## config.mk

```make
export PLATFORM = sky130hd
export DESIGN_NAME = smc_static_memory_ctrl
export DESIGN_NICKNAME = d
export VERILOG_FILES = /design/src/include/smc_pkg.sv /design/src/verilog/smc_static_memory_ctrl.sv
export VERILOG_INCLUDE_DIRS = /design/src /design/src/include
export SDC_FILE = /design/constraint.sdc
export NUM_CORES = 1
export LEC_CHECK = 0
export ABC_AREA = 1
export BUFFER_PORTS_ARGS = -buffer_cell sky130_fd_sc_hd__buf_2
export CAP_MARGIN = 20
export CORE_UTILIZATION = 59
export CTS_CLUSTER_SIZE = 20
export DETAILED_ROUTE_END_ITERATION = 16
export PLACE_DENSITY = 0.85
export SYNTH_ARGS = -nofsm -noshare
export SYNTH_HDL_FRONTEND = slang
export SYNTH_SLANG_ARGS = --single-unit
export TNS_END_PERCENT = 10
```

## constraint.sdc

```tcl
create_clock -name clk_in -period 20 [get_ports clk_in]
set_input_delay 4 -clock clk_in [delete_from_list [all_inputs] [get_ports clk_in]]
set_output_delay 4 -clock clk_in [all_outputs]
set_load 0.02 [all_outputs]
```

## src/include/smc_map.svh

```systemverilog
`ifndef SMC_MAP_SVH
`define SMC_MAP_SVH

// ==========================================================
// Register offsets (byte offsets from the block base)
`define SMC_REG_BASE      32'hffe00000
`define SMC_OFS_CFG0      8'h00
`define SMC_OFS_CFG1      8'h04
`define SMC_OFS_CFG2      8'h08
`define SMC_OFS_CFG3      8'h0c
`define SMC_OFS_IRQ_STAT  8'h10
`define SMC_OFS_IRQ_MASK  8'h14

// ==========================================================
// Bank configuration fields
`define SMC_IDLE_MSB      3
`define SMC_IDLE_LSB      0
`define SMC_RWAIT_MSB     9
`define SMC_RWAIT_LSB     5
`define SMC_RLANE_BIT     10
`define SMC_WWAIT_MSB     15
`define SMC_WWAIT_LSB     11
`define SMC_OVR_BIT       24
`define SMC_PROT_BIT      25
`define SMC_WP_BIT        26
`define SMC_BURST_BIT     27
`define SMC_WIDTH_MSB     29
`define SMC_WIDTH_LSB     28
`define SMC_CFG_RW_MASK   32'h3c00ffef

// ==========================================================
// Reset values
`define SMC_CFG0_RST      32'h2000fbef
`define SMC_CFG1_RST      32'h2000fbef
`define SMC_CFG2_RST      32'h1000fbef
`define SMC_CFG3_RST      32'h0000fbef

// ==========================================================
// Access sizes and timing offsets
`define SMC_SIZE_WORD     3'h2
`define SMC_READ_EXTRA    6'h02
`define SMC_IDLE_SAT      5'h1f

`endif

```

## src/include/smc_pkg.sv

```systemverilog
package smc_pkg;

  // ==========================================================
  // Access sequencer states, Gray from IDLE through DONE on the write path
  typedef enum logic [2:0] {
    SMC_IDLE   = 3'b000,
    SMC_TURN   = 3'b001,
    SMC_READ   = 3'b011,
    SMC_SETUP  = 3'b010,
    SMC_STROBE = 3'b110,
    SMC_HOLD   = 3'b111,
    SMC_DONE   = 3'b101
  } smc_state_t;

  // ==========================================================
  // Bank data width encoding
  typedef enum logic [1:0] {
    SMC_W8  = 2'b00,
    SMC_W16 = 2'b01,
    SMC_W32 = 2'b10,
    SMC_WRS = 2'b11
  } smc_width_t;

endpackage

```

## src/verilog/smc_static_memory_ctrl.sv

```systemverilog
// Operation
// RULE_01: Idle gap of idle_gap_count+1 before turnaround accesses
// RULE_02: Reads last read_wait_count+3 cycles
// RULE_03: Read lane selects high unless enable set
// RULE_04: Writes: setup, write_wait_count+1 strobe, hold
// RULE_05: Burst ROM subsequent reads last write_wait_count+1
// RULE_06: Write wait field resets to all ones
// RULE_07: Oversize request sets sticky oversize flag
// RULE_08: Protected write sets flag; one clears it
// RULE_09: Software writes zeros to reserved bits
// RULE_10: Write-protect bit protects its bank
// RULE_11: Burst ROM bit enables subsequent read timing
// RULE_12: Memory width field selects 8/16/32 bits
// RULE_13: Address bits 25:24 pick bank chip select
// RULE_14: Protected writes produce no external strobe
//
// Added by the designer: strobed register access.
`timescale 1ns/1ps
`include "smc_map.svh"

module smc_static_memory_ctrl
  import smc_pkg::*;
(
  input  wire logic        clk_in,
  input  wire logic        arst_n_in,
  input  wire logic [7:0]  reg_addr_in,
  input  wire logic [31:0] reg_wdata_in,
  input  wire logic        reg_wr_in,
  input  wire logic        reg_rd_in,
  output logic      [31:0] reg_rdata_out,
  output logic             irq_out,
  input  wire logic        sys_req_in,
  input  wire logic        sys_write_in,
  input  wire logic [2:0]  sys_size_in,
  input  wire logic        sys_burst_in,
  input  wire logic [25:0] sys_addr_in,
  input  wire logic [3:0]  sys_lanes_in,
  input  wire logic [31:0] sys_wdata_in,
  output logic             sys_busy_out,
  output logic             sys_ack_out,
  output logic             sys_err_out,
  output logic      [31:0] sys_rdata_out,
  output logic      [23:0] mem_addr_out,
  output logic      [31:0] mem_data_out,
  output logic             mem_data_oe_out,
  input  wire logic [31:0] mem_data_in,
  output logic      [3:0]  cs_n_out,
  output logic      [3:0]  byte_lane_select_n_out,
  output logic             we_n_out,
  output logic             oe_n_out
);

  localparam logic [3:0][31:0] CFG_RST = {`SMC_CFG3_RST, `SMC_CFG2_RST, `SMC_CFG1_RST, `SMC_CFG0_RST};

  // ==========================================================
  // Reset release
  logic rst_meta_ff;
  logic rst_sync_ff;

  always_ff @(posedge clk_in or negedge arst_n_in) begin
    if (!arst_n_in) begin
      rst_meta_ff <= 1'b0;
      rst_sync_ff <= 1'b0;
    end else begin
      rst_meta_ff <= 1'b1;
      rst_sync_ff <= rst_meta_ff;
    end
  end

  // ==========================================================
  // Declarations
  smc_state_t  state_ff;
  smc_state_t  nxt_state;
  logic [5:0]  cnt_ff;
  logic [5:0]  nxt_cnt;
  logic [4:0]  idle_cnt_ff;
  logic [31:0] cfg_ff [4];
  logic [1:0]  cur_bank_ff;
  logic        cur_write_ff;
  logic [2:0]  cur_size_ff;
  logic        cur_burst_ff;
  logic [23:0] cur_addr_ff;
  logic [3:0]  cur_lanes_ff;
  logic [31:0] cur_wdata_ff;
  logic        cur_err_ff;
  logic [1:0]  last_bank_ff;
  logic        last_write_ff;
  logic        last_valid_ff;
  logic [1:0]  irq_stat_ff;
  logic [1:0]  irq_mask_ff;
  logic [3:0]  nxt_cs_n;
  logic [3:0]  nxt_bls_n;

  // ==========================================================
  // Request selection
  wire        in_idle    = (state_ff == SMC_IDLE);
  wire        req_take   = in_idle && sys_req_in;
  wire [1:0]  sel_bank   = in_idle ? sys_addr_in[25:24] : cur_bank_ff;  // [RULE_13]
  wire        sel_write  = in_idle ? sys_write_in : cur_write_ff;
  wire [2:0]  sel_size   = in_idle ? sys_size_in : cur_size_ff;
  wire        sel_burst  = in_idle ? sys_burst_in : cur_burst_ff;
  wire [23:0] sel_addr   = in_idle ? sys_addr_in[23:0] : cur_addr_ff;
  wire [3:0]  sel_lanes  = in_idle ? sys_lanes_in : cur_lanes_ff;
  wire [31:0] sel_wdata  = in_idle ? sys_wdata_in : cur_wdata_ff;
  wire [31:0] cfg_sel    = cfg_ff[sel_bank];

  wire [3:0]  idle_gap   = cfg_sel[`SMC_IDLE_MSB:`SMC_IDLE_LSB];
  wire [4:0]  read_wait  = cfg_sel[`SMC_RWAIT_MSB:`SMC_RWAIT_LSB];
  wire [4:0]  write_wait = cfg_sel[`SMC_WWAIT_MSB:`SMC_WWAIT_LSB];
  wire        rlane_en   = cfg_sel[`SMC_RLANE_BIT];
  wire        width_8    = (smc_width_t'(cfg_sel[`SMC_WIDTH_MSB:`SMC_WIDTH_LSB]) == SMC_W8);
  wire        width_16   = (smc_width_t'(cfg_sel[`SMC_WIDTH_MSB:`SMC_WIDTH_LSB]) == SMC_W16);
  wire [3:0]  width_mask = width_8 ? 4'h1 : (width_16 ? 4'h3 : 4'hf);  // [RULE_12]

  wire        oversize   = (sel_size > `SMC_SIZE_WORD);  // [RULE_07]
  wire        protect    = sel_write && cfg_sel[`SMC_WP_BIT];  // [RULE_10]
  wire        reject     = oversize || protect;
  wire        ovr_evt    = req_take && oversize;  // [RULE_07]
  wire        prot_evt   = req_take && !oversize && protect;  // [RULE_08]

  wire        burst_sub  = !sel_write && cfg_sel[`SMC_BURST_BIT] && sel_burst && last_valid_ff
                           && (last_bank_ff == sel_bank) && !last_write_ff;  // [RULE_11]
  wire        need_gap   = last_valid_ff && ((last_bank_ff != sel_bank) || (last_write_ff != sel_write));
  wire        gap_ok     = !need_gap || (idle_cnt_ff >= {1'b0, idle_gap});  // [RULE_01]
  wire [5:0]  read_len_m1 = burst_sub ? {1'b0, write_wait}
                                      : ({1'b0, read_wait} + `SMC_READ_EXTRA);  // [RULE_02] [RULE_05]
  wire        start_read = !sel_write;
  wire        acc_state  = (state_ff == SMC_READ) || (state_ff == SMC_SETUP)
                           || (state_ff == SMC_STROBE) || (state_ff == SMC_HOLD);
  wire        acc_begin  = ((nxt_state == SMC_READ) || (nxt_state == SMC_SETUP))
                           && (in_idle || (state_ff == SMC_TURN));

  // ==========================================================
  // Sequencer
  always_comb begin
    nxt_state = state_ff;
    case (state_ff)
      SMC_IDLE: begin
        if (sys_req_in) begin
          if (reject) begin
            nxt_state = SMC_DONE;  // [RULE_14]
          end else if (gap_ok) begin
            nxt_state = start_read ? SMC_READ : SMC_SETUP;
          end else begin
            nxt_state = SMC_TURN;
          end
        end
      end
      SMC_TURN: begin
        if (gap_ok) begin
          nxt_state = start_read ? SMC_READ : SMC_SETUP;  // [RULE_01]
        end
      end
      SMC_READ: begin
        if (cnt_ff == 6'h00) begin
          nxt_state = SMC_DONE;
        end
      end
      SMC_SETUP:  nxt_state = SMC_STROBE;  // [RULE_04]
      SMC_STROBE: begin
        if (cnt_ff == 6'h00) begin
          nxt_state = SMC_HOLD;
        end
      end
      SMC_HOLD:   nxt_state = SMC_DONE;
      SMC_DONE:   nxt_state = SMC_IDLE;
      default:    nxt_state = SMC_IDLE;
    endcase
  end

  always_comb begin
    if ((nxt_state == SMC_READ) && (state_ff != SMC_READ)) begin
      nxt_cnt = read_len_m1;  // [RULE_02]
    end else if ((nxt_state == SMC_STROBE) && (state_ff != SMC_STROBE)) begin
      nxt_cnt = {1'b0, write_wait};  // [RULE_04]
    end else if (cnt_ff != 6'h00) begin
      nxt_cnt = cnt_ff - 6'h01;
    end else begin
      nxt_cnt = 6'h00;
    end
  end

  always_ff @(posedge clk_in or negedge rst_sync_ff) begin
    if (!rst_sync_ff) begin
      state_ff    <= SMC_IDLE;
      cnt_ff      <= 6'h00;
      idle_cnt_ff <= `SMC_IDLE_SAT;
    end else begin
      state_ff    <= nxt_state;
      cnt_ff      <= nxt_cnt;
      if (acc_state) begin
        idle_cnt_ff <= 5'h00;
      end else if (idle_cnt_ff != `SMC_IDLE_SAT) begin
        idle_cnt_ff <= idle_cnt_ff + 5'h01;  // [RULE_01]
      end
    end
  end

  // ==========================================================
  // Request capture and access history
  always_ff @(posedge clk_in or negedge rst_sync_ff) begin
    if (!rst_sync_ff) begin
      cur_bank_ff   <= 2'h0;
      cur_write_ff  <= 1'b0;
      cur_size_ff   <= 3'h0;
      cur_burst_ff  <= 1'b0;
      cur_addr_ff   <= 24'h000000;
      cur_lanes_ff  <= 4'h0;
      cur_wdata_ff  <= 32'h00000000;
      cur_err_ff    <= 1'b0;
      last_bank_ff  <= 2'h0;
      last_write_ff <= 1'b0;
      last_valid_ff <= 1'b0;
    end else begin
      if (req_take) begin
        cur_bank_ff  <= sel_bank;
        cur_write_ff <= sel_write;
        cur_size_ff  <= sel_size;
        cur_burst_ff <= sel_burst;
        cur_addr_ff  <= sel_addr;
        cur_lanes_ff <= sel_lanes;
        cur_wdata_ff <= sel_wdata;
        cur_err_ff   <= reject;
      end
      if (acc_begin) begin
        last_bank_ff  <= sel_bank;
        last_write_ff <= sel_write;
        last_valid_ff <= 1'b1;
      end
    end
  end

  // ==========================================================
  // External pins
  wire nxt_cs_act  = (nxt_state == SMC_READ) || (nxt_state == SMC_STROBE) || (nxt_state == SMC_HOLD);
  wire nxt_drive   = (nxt_state == SMC_SETUP) || (nxt_state == SMC_STROBE) || (nxt_state == SMC_HOLD);
  wire nxt_rd_end  = (state_ff == SMC_READ) && (cnt_ff == 6'h00);

  always_comb begin
    if (nxt_state == SMC_READ) begin
      nxt_bls_n = rlane_en ? 4'h0 : 4'hf;  // [RULE_03]
    end else if (nxt_state == SMC_STROBE) begin
      nxt_bls_n = ~(sel_lanes & width_mask);  // [RULE_04] [RULE_12]
    end else begin
      nxt_bls_n = 4'hf;
    end
  end

  genvar b;
  generate
    for (b = 0; b < 4; b++) begin : g_bank
      wire        bank_hit = (sel_bank == 2'(b));
      wire        wr_hit   = reg_wr_in && (reg_addr_in == (`SMC_OFS_CFG0 + 8'(4 * b)));
      wire [31:0] rw_part  = wr_hit ? (reg_wdata_in & `SMC_CFG_RW_MASK) : (cfg_ff[b] & `SMC_CFG_RW_MASK);
      wire        ovr_nxt  = (ovr_evt && bank_hit)
                             || (cfg_ff[b][`SMC_OVR_BIT] && !(wr_hit && reg_wdata_in[`SMC_OVR_BIT]));  // [RULE_07]
      wire        prot_nxt = (prot_evt && bank_hit)
                             || (cfg_ff[b][`SMC_PROT_BIT] && !(wr_hit && reg_wdata_in[`SMC_PROT_BIT]));  // [RULE_08]

      assign nxt_cs_n[b] = !(nxt_cs_act && bank_hit);  // [RULE_13]

      always_ff @(posedge clk_in or negedge rst_sync_ff) begin
        if (!rst_sync_ff) begin
          cfg_ff[b] <= CFG_RST[b];  // [RULE_06]
        end else begin
          cfg_ff[b] <= rw_part | ({31'h0, ovr_nxt} << `SMC_OVR_BIT) | ({31'h0, prot_nxt} << `SMC_PROT_BIT);  // [RULE_09]
        end
      end
    end
  endgenerate

  always_ff @(posedge clk_in or negedge rst_sync_ff) begin
    if (!rst_sync_ff) begin
      cs_n_out               <= 4'hf;
      byte_lane_select_n_out <= 4'hf;
      we_n_out               <= 1'b1;
      oe_n_out               <= 1'b1;
      mem_addr_out           <= 24'h000000;
      mem_data_out           <= 32'h00000000;
      mem_data_oe_out        <= 1'b0;
      sys_busy_out           <= 1'b0;
      sys_ack_out            <= 1'b0;
      sys_err_out            <= 1'b0;
      sys_rdata_out          <= 32'h00000000;
    end else begin
      cs_n_out               <= nxt_cs_n;
      byte_lane_select_n_out <= nxt_bls_n;
      we_n_out               <= (nxt_state != SMC_STROBE);  // [RULE_04] [RULE_14]
      oe_n_out               <= (nxt_state != SMC_READ);
      mem_addr_out           <= sel_addr;
      mem_data_out           <= sel_wdata;
      mem_data_oe_out        <= nxt_drive;
      sys_busy_out           <= (nxt_state != SMC_IDLE);
      sys_ack_out            <= (nxt_state == SMC_DONE);
      sys_err_out            <= (nxt_state == SMC_DONE) && (in_idle ? reject : cur_err_ff);
      if (nxt_rd_end) begin
        sys_rdata_out <= mem_data_in;
      end
    end
  end

  // ==========================================================
  // Interrupt status, mask and register reads
  wire        stat_hit  = reg_wr_in && (reg_addr_in == `SMC_OFS_IRQ_STAT);
  wire        mask_hit  = reg_wr_in && (reg_addr_in == `SMC_OFS_IRQ_MASK);
  wire [1:0]  stat_clr  = stat_hit ? reg_wdata_in[1:0] : 2'h0;
  wire [1:0]  nxt_stat  = {prot_evt, ovr_evt} | (irq_stat_ff & ~stat_clr);
  wire [31:0] rd_mux    = (reg_addr_in == `SMC_OFS_CFG0)     ? cfg_ff[0] :
                          (reg_addr_in == `SMC_OFS_CFG1)     ? cfg_ff[1] :
                          (reg_addr_in == `SMC_OFS_CFG2)     ? cfg_ff[2] :
                          (reg_addr_in == `SMC_OFS_CFG3)     ? cfg_ff[3] :
                          (reg_addr_in == `SMC_OFS_IRQ_STAT) ? {30'h0, irq_stat_ff} :
                          (reg_addr_in == `SMC_OFS_IRQ_MASK) ? {30'h0, irq_mask_ff} : 32'h00000000;

  always_ff @(posedge clk_in or negedge rst_sync_ff) begin
    if (!rst_sync_ff) begin
      irq_stat_ff   <= 2'h0;
      irq_mask_ff   <= 2'h0;
      irq_out       <= 1'b0;
      reg_rdata_out <= 32'h00000000;
    end else begin
      irq_stat_ff   <= nxt_stat;
      if (mask_hit) begin
        irq_mask_ff <= reg_wdata_in[1:0];
      end
      irq_out       <= |(nxt_stat & irq_mask_ff);
      reg_rdata_out <= reg_rd_in ? rd_mux : 32'h00000000;
    end
  end

endmodule

```

Yosys cells after proc, flatten, opt, wreduce, memory -nomap -nowiden
Index checks and enable logic that the tools add are counted.
W data, S select, Z words.

word-level totals
  flip-flop bits (word level) = 345
  input port bits = 144
  output and inout port bits = 135

operators by class
  add/subtract/negate cells = 3
  magnitude comparators = 3
  equality and inequality tests = 27
  multiplexer cells = 42
  bitwise logic cells = 15
  reductions and logical operators = 95

operator list
  operator               number
  $mux W30               11
  $or A30 B25 Y30        4
  $or A30 B26 Y30        4
  $bmux W32 S2           1
  $logic_and A1 B1 Y1    50
  $mux W32               1
  $mux W24               1
  $mux W4                6
  $mux W6                4
  $logic_or A1 B1 Y1     20
  $mux W3                6
  $pmux W3 S6            1
  $eq A8 B4 Y1 const B   2
  $eq A8 B5 Y1 const B   2
  $logic_not A1 Y1       16
  $eq A3 B3 Y1 const B   5
  $eq A3 B2 Y1 const B   4
  $mux W2                5
  $mux W5                2
  $eq A8 B3 Y1 const B   1
  $logic_not A8 Y1       1
  $add A5 B2 Y6 const B  1
  $logic_not A6 Y1       1
  $ne A3 B2 Y1 const B   2
  other kinds (26)       34

Logic depth before layout (Yosys ltp)
  depth after elaboration = 17
  gate-level depth with buffers = 27

Worst setup path before layout
OpenSTA, ideal clock, no wires.

  path type = input port to flip-flop
  from = input sys_addr_in[24]
  to = register byte_lane_select_n_out[0]
  setup time = 0.062 ns
  arrival time = 6.154 ns
  required time = 19.938 ns
  path slack = 13.784 ns
  stages on the path = 22
  path through = inv_1 nand3_1 nand2_4 nand2_1 o22ai_1 inv_1 o221ai_1 inv_1 ha_1 inv_1 nand2_1 nand2_1 nand2_1 nand2_1 nand2_1 a21oi_1 nand2_2 a21oi_1 nor2_4 nor2_2 nand3_1 nand2_1

between the ends
  cells in the longest elaborated chain, start to end = 14
  elaborated cells between the ends (all ways) = 27

ends and longest elaborated chain
  item                                         RTL line                       source
  start, declared                              smc_static_memory_ctrl.sv:36   input wire logic [25:0] sys_addr_in,
  $mux W2 *                                    smc_static_memory_ctrl.sv:98   wire [1:0] sel_bank = in_idle ? sys_addr_in[25:24] : cur_bank_ff;
  $not A2 Y3 (implied by the code)             smc_static_memory_ctrl.sv:105  wire [31:0] cfg_sel = cfg_ff[sel_bank];
  $bmux W32 S2                                 smc_static_memory_ctrl.sv:105
  $mux W30 (implied by the code) (2 in a row)  smc_static_memory_ctrl.sv:105
  $ge A5 B4 Y1                                 smc_static_memory_ctrl.sv:124  wire gap_ok = !need_gap || (idle_cnt_ff >= {1'b0, idle_gap});
  $logic_or A1 B1 Y1                           smc_static_memory_ctrl.sv:124
  $mux W2                                      smc_static_memory_ctrl.sv:142  end else if (gap_ok) begin
  $mux W3                                      smc_static_memory_ctrl.sv:140  if (reject) begin
  $mux W3                                      smc_static_memory_ctrl.sv:139  if (sys_req_in) begin
  $pmux W3 S6                                  smc_static_memory_ctrl.sv:137  case (state_ff)
  $eq A3 B3 Y1                                 smc_static_memory_ctrl.sv:242  end else if (nxt_state == SMC_STROBE) begin
  $mux W4                                      smc_static_memory_ctrl.sv:242
  $mux W4 *                                    smc_static_memory_ctrl.sv:240  if (nxt_state == SMC_READ) begin
  net nxt_bls_n[0]                             smc_static_memory_ctrl.sv:92   logic [3:0] nxt_bls_n;
  end signal, assigned                         smc_static_memory_ctrl.sv:287  byte_lane_select_n_out <= nxt_bls_n;
  end, declared                                smc_static_memory_ctrl.sv:48   output logic [3:0] byte_lane_select_n_out,

Mark *: on every way through the listed nets, which the timed path passes. The rest lies on a longest branch. The select of a mux whose other input is x is not followed.
A chain may end at the register's enable or synchronous reset.

Final worst setup path
  from = input sys_addr_in[24]
  to = register cnt_ff[2]

between the ends
  cells in the longest elaborated chain, start to end = 15
  elaborated cells between the ends (all ways) = 32

ends and longest elaborated chain
  item                                         RTL line                       source
  $mux W2 *                                    smc_static_memory_ctrl.sv:98
  $not A2 Y3 (implied by the code)             smc_static_memory_ctrl.sv:105
  $bmux W32 S2                                 smc_static_memory_ctrl.sv:105
  $mux W30 (implied by the code) (2 in a row)  smc_static_memory_ctrl.sv:105
  $ge A5 B4 Y1                                 smc_static_memory_ctrl.sv:124
  $logic_or A1 B1 Y1                           smc_static_memory_ctrl.sv:124
  $mux W2                                      smc_static_memory_ctrl.sv:142
  $mux W3                                      smc_static_memory_ctrl.sv:140
  $mux W3                                      smc_static_memory_ctrl.sv:139
  $pmux W3 S6                                  smc_static_memory_ctrl.sv:137
  $eq A3 B3 Y1                                 smc_static_memory_ctrl.sv:174  end else if ((nxt_state == SMC_STROBE) && (state_ff != SMC_STROBE)) begin
  $logic_and A1 B1 Y1                          smc_static_memory_ctrl.sv:174
  $mux W6                                      smc_static_memory_ctrl.sv:174
  $mux W6 *                                    smc_static_memory_ctrl.sv:172  if ((nxt_state == SMC_READ) && (state_ff != SMC_READ)) begin
  net nxt_cnt[2]                               smc_static_memory_ctrl.sv:75   logic [5:0] nxt_cnt;
  end signal, assigned                         smc_static_memory_ctrl.sv:190  cnt_ff <= nxt_cnt;
  end, declared                                smc_static_memory_ctrl.sv:74   logic [5:0] cnt_ff;

Marked as above.

==> impl_metrics.tcl <==
set metrics [dict create \
    clock_path_buffers 3 \
    wl_per_cell_um 16.66 \
    instances_no_fill 1970 \
    drt_wl_total_um 32820 \
    end_kind "flip-flop" \
    clk_pin_slew_ps 60 \
    syn_to_final_growth_pct 19.09 \
    dr.pass1.iters 6 \
    drc_errors 0 \
    p_per_area_mw_per_mm2 153.6 \
    fp-row-count 53 \
    start_util_pct 60.99 \
    cts_sinks 300 \
    die_area_mm2 0.02267 \
    grt_max_degree 128 \
    cp_data_arrival_time_ps 7290 \
    relSlewSlack_pct 30.09 \
    grt_overflow 0 \
    synth-seq-area-share_pct 58.35 \
    yosys_warnings 0 \
    status "complete, no violations" \
    synthDistinctLibCells 44 \
    cts.htree.levels 1 \
    fillers 1561 \
    io_buffers 256 \
    cts_resized 0 \
    cts_tree "done" \
    multi_input_area_mm2 0.004448 \
    finalHoldViolCount 0 \
    track_usage_pct 28.97 \
    vdd_drop_max_mv 0.09033 \
    synth_top_area_share_pct 43.42 \
    grt_pass1_wl_um 51610 \
    path_class "primary input to flip-flop" \
    mostFrequentLayoutCell "nand2_1" \
    synth_top_cell_by_area "dfrtp_1" \
    fmax_ghz 0.1472 \
    cp.required_ps 20500 \
    seq_area_mm2 0.007604 \
    placedCellCount 1906 \
    chipWidth_um 150.6 \
    post_cts_buffers 0 \
    num-nets-final 1817 \
    fin_setup_tns_ps 0 \
    clkLatencyLatePin_ps 570 \
    synth_edf_count 0 \
    io_pins 279 \
    fp.coreArea_mm2 0.02135 \
    layout-drive-gt1-share_pct 27.12 \
    synth_ff_type "dfrtp_1" \
    critical_path_peak_fanout 15 \
    synth_area_mm2 0.01302 \
    critPathLaunchType "primary input" \
    holdWs_ps 356.2 \
    finalInstanceArea_mm2 0.01551 \
    grt_pass1_vias 10708 \
    finalCritPeriodShare_pct 33.97 \
    syn_avg_cell_area_um2 9.146 \
    hpwlAfterDp_um 21740 \
    drv_cap 0 \
    layout_common_cells "nand2_1, buf_2, o21ai_0" \
    drtIter0Drc 842 \
    finalSetupViolCount 0 \
    vias_per_cell 5.521 \
    die_y_um 150.6 \
    hold_path_class "flip-flop to flip-flop" \
    antenna_left 0 \
    final_max_slew_viol_count 0 \
    p_leak_nw 7.785 \
    async_reset_ff_share_pct 100.0 \
    cts_buffers 30 \
    tightest_slew_ps 1049 \
    cts_root_buffer "clkbuf_16" \
    period_minus_slack_ps 6794 \
    ctsHoldBuffers 0 \
    num_vias 10876 \
    fin_skew_ps 17.91 \
    syn_inst 1424 \
    place_congestion 0.8813 \
    rsz0062_at_grt "no" \
    power.total_mw 2.382 \
    antenna_found_initial 6 \
    ys_ff_latch 300 \
    netlist_top_cells_area "dfrtp_1, dfstp_2, nand2_1" \
    placed_area_mm2 0.01445 \
]
-- routing by layer --
layer	track usage [%]	vias up	part of all wire, %
li1	-	5107	-
met1	36.38	5158	38
met2	47.86	510	48
met3	7.606	99	10
met4	11.60	2	3.8
met5	0	-	0.034
-- path summary, 6_finish.rpt --
path                       slack (ps)                          to                  start  cells after the start
max                             13210         cnt_ff[2]$_DFF_PN0_        sys_addr_in[24]                     24
min                               360       rst_sync_ff$_DFF_PN0_  rst_meta_ff$_DFF_PN0_                      0
max reg2reg                     15940         cnt_ff[2]$_DFF_PN0_  state_ff[1]$_DFF_PN0_                     24
min reg2reg                       360       rst_sync_ff$_DFF_PN0_  rst_meta_ff$_DFF_PN0_                      0
max in group asynchronous       16690       rst_sync_ff$_DFF_PN0_              arst_n_in                      1
min in group asynchronous         420  irq_mask_ff[1]$_DFFE_PN0P_  rst_sync_ff$_DFF_PN0_                      0
-- layout make-up --
cell class / count / share of cell area (%)
Antenna cell: 6 / 0.09681
Tap cell: 275 / 2.218
Sequential cell: 300 / 49.02
Multi-Input combinational cell: 882 / 28.68
Timing Repair Buffer: 271 / 9.245
Clock inverter: 11 / 0.7180
Inverter: 180 / 4.364
Clock buffer: 45 / 5.655
-- stage by stage --
step                worst slack, ps  utilization, %
floorplan                     11150               -
global placement              12810           67.68
detailed placement            12740           67.68
CTS                           13330           72.31
global route                  12810           72.58
finish                        13210           72.64
-- synth_stat cells (10+ instances only) --
cell and instances:
a211oi_1 11, a21oi_1 30, a22oi_1 21, buf_4 12, clkbuf_1 48, dfrtp_1 226, dfstp_2 74, inv_1 172
mux2_2 32, nand2_1 349, nand3_1 53, nor2_1 40, o21ai_0 244, o221ai_1 10
-- worst max-delay path, cell delays in order --
cell      delay [ps]
buf_2            120
nand3_1          190
nand2_1          450
nand2_1          440
o22ai_1          230
inv_1             60
o221ai_1         100
inv_1             80
ha_1             270
inv_1             60
nand2_1           40
nand2_1           50
nand2_1           50
nand2_1           50
nand2_1           40
a21oi_1          170
nand2_2          100
nand3_1           80
nand2_1           60
nand3_2          100
nand2_2          180
nand2_1          210
nand2_1           80
nand2_1           60
-- power breakdown --
part           internal, mW  leakage, nW  switching, mW
Combinational         0.291         3.72          0.628
Sequential            0.815         3.58         0.0955
Clock                 0.317        0.487          0.235
-- cell families after synthesis --
family	Yosys count	share of synthesized area, %
muxes	32	2.767
other	2	0.05766
adders and majority gates	8	0.7686
buffers and inverters	252	7.839
DFF	300	58.35
AOI/OAI and AO/OA	346	14.63
and+or+nand+nor	484	15.58
-- flip-flops by register name, indices dropped and copies added (netlist names), 4 cells and up --
register and count:
cfg_ff 84, sys_rdata_out 32, byte_lane_select_n_out 4, mem_addr_out 24
cur_lanes_ff 4, cnt_ff 6, cs_n_out 4, idle_cnt_ff 5
mem_data_out 32, cur_wdata_ff 32, cur_addr_ff 24, reg_rdata_out 21
Power figures use the tool's default switching activity.
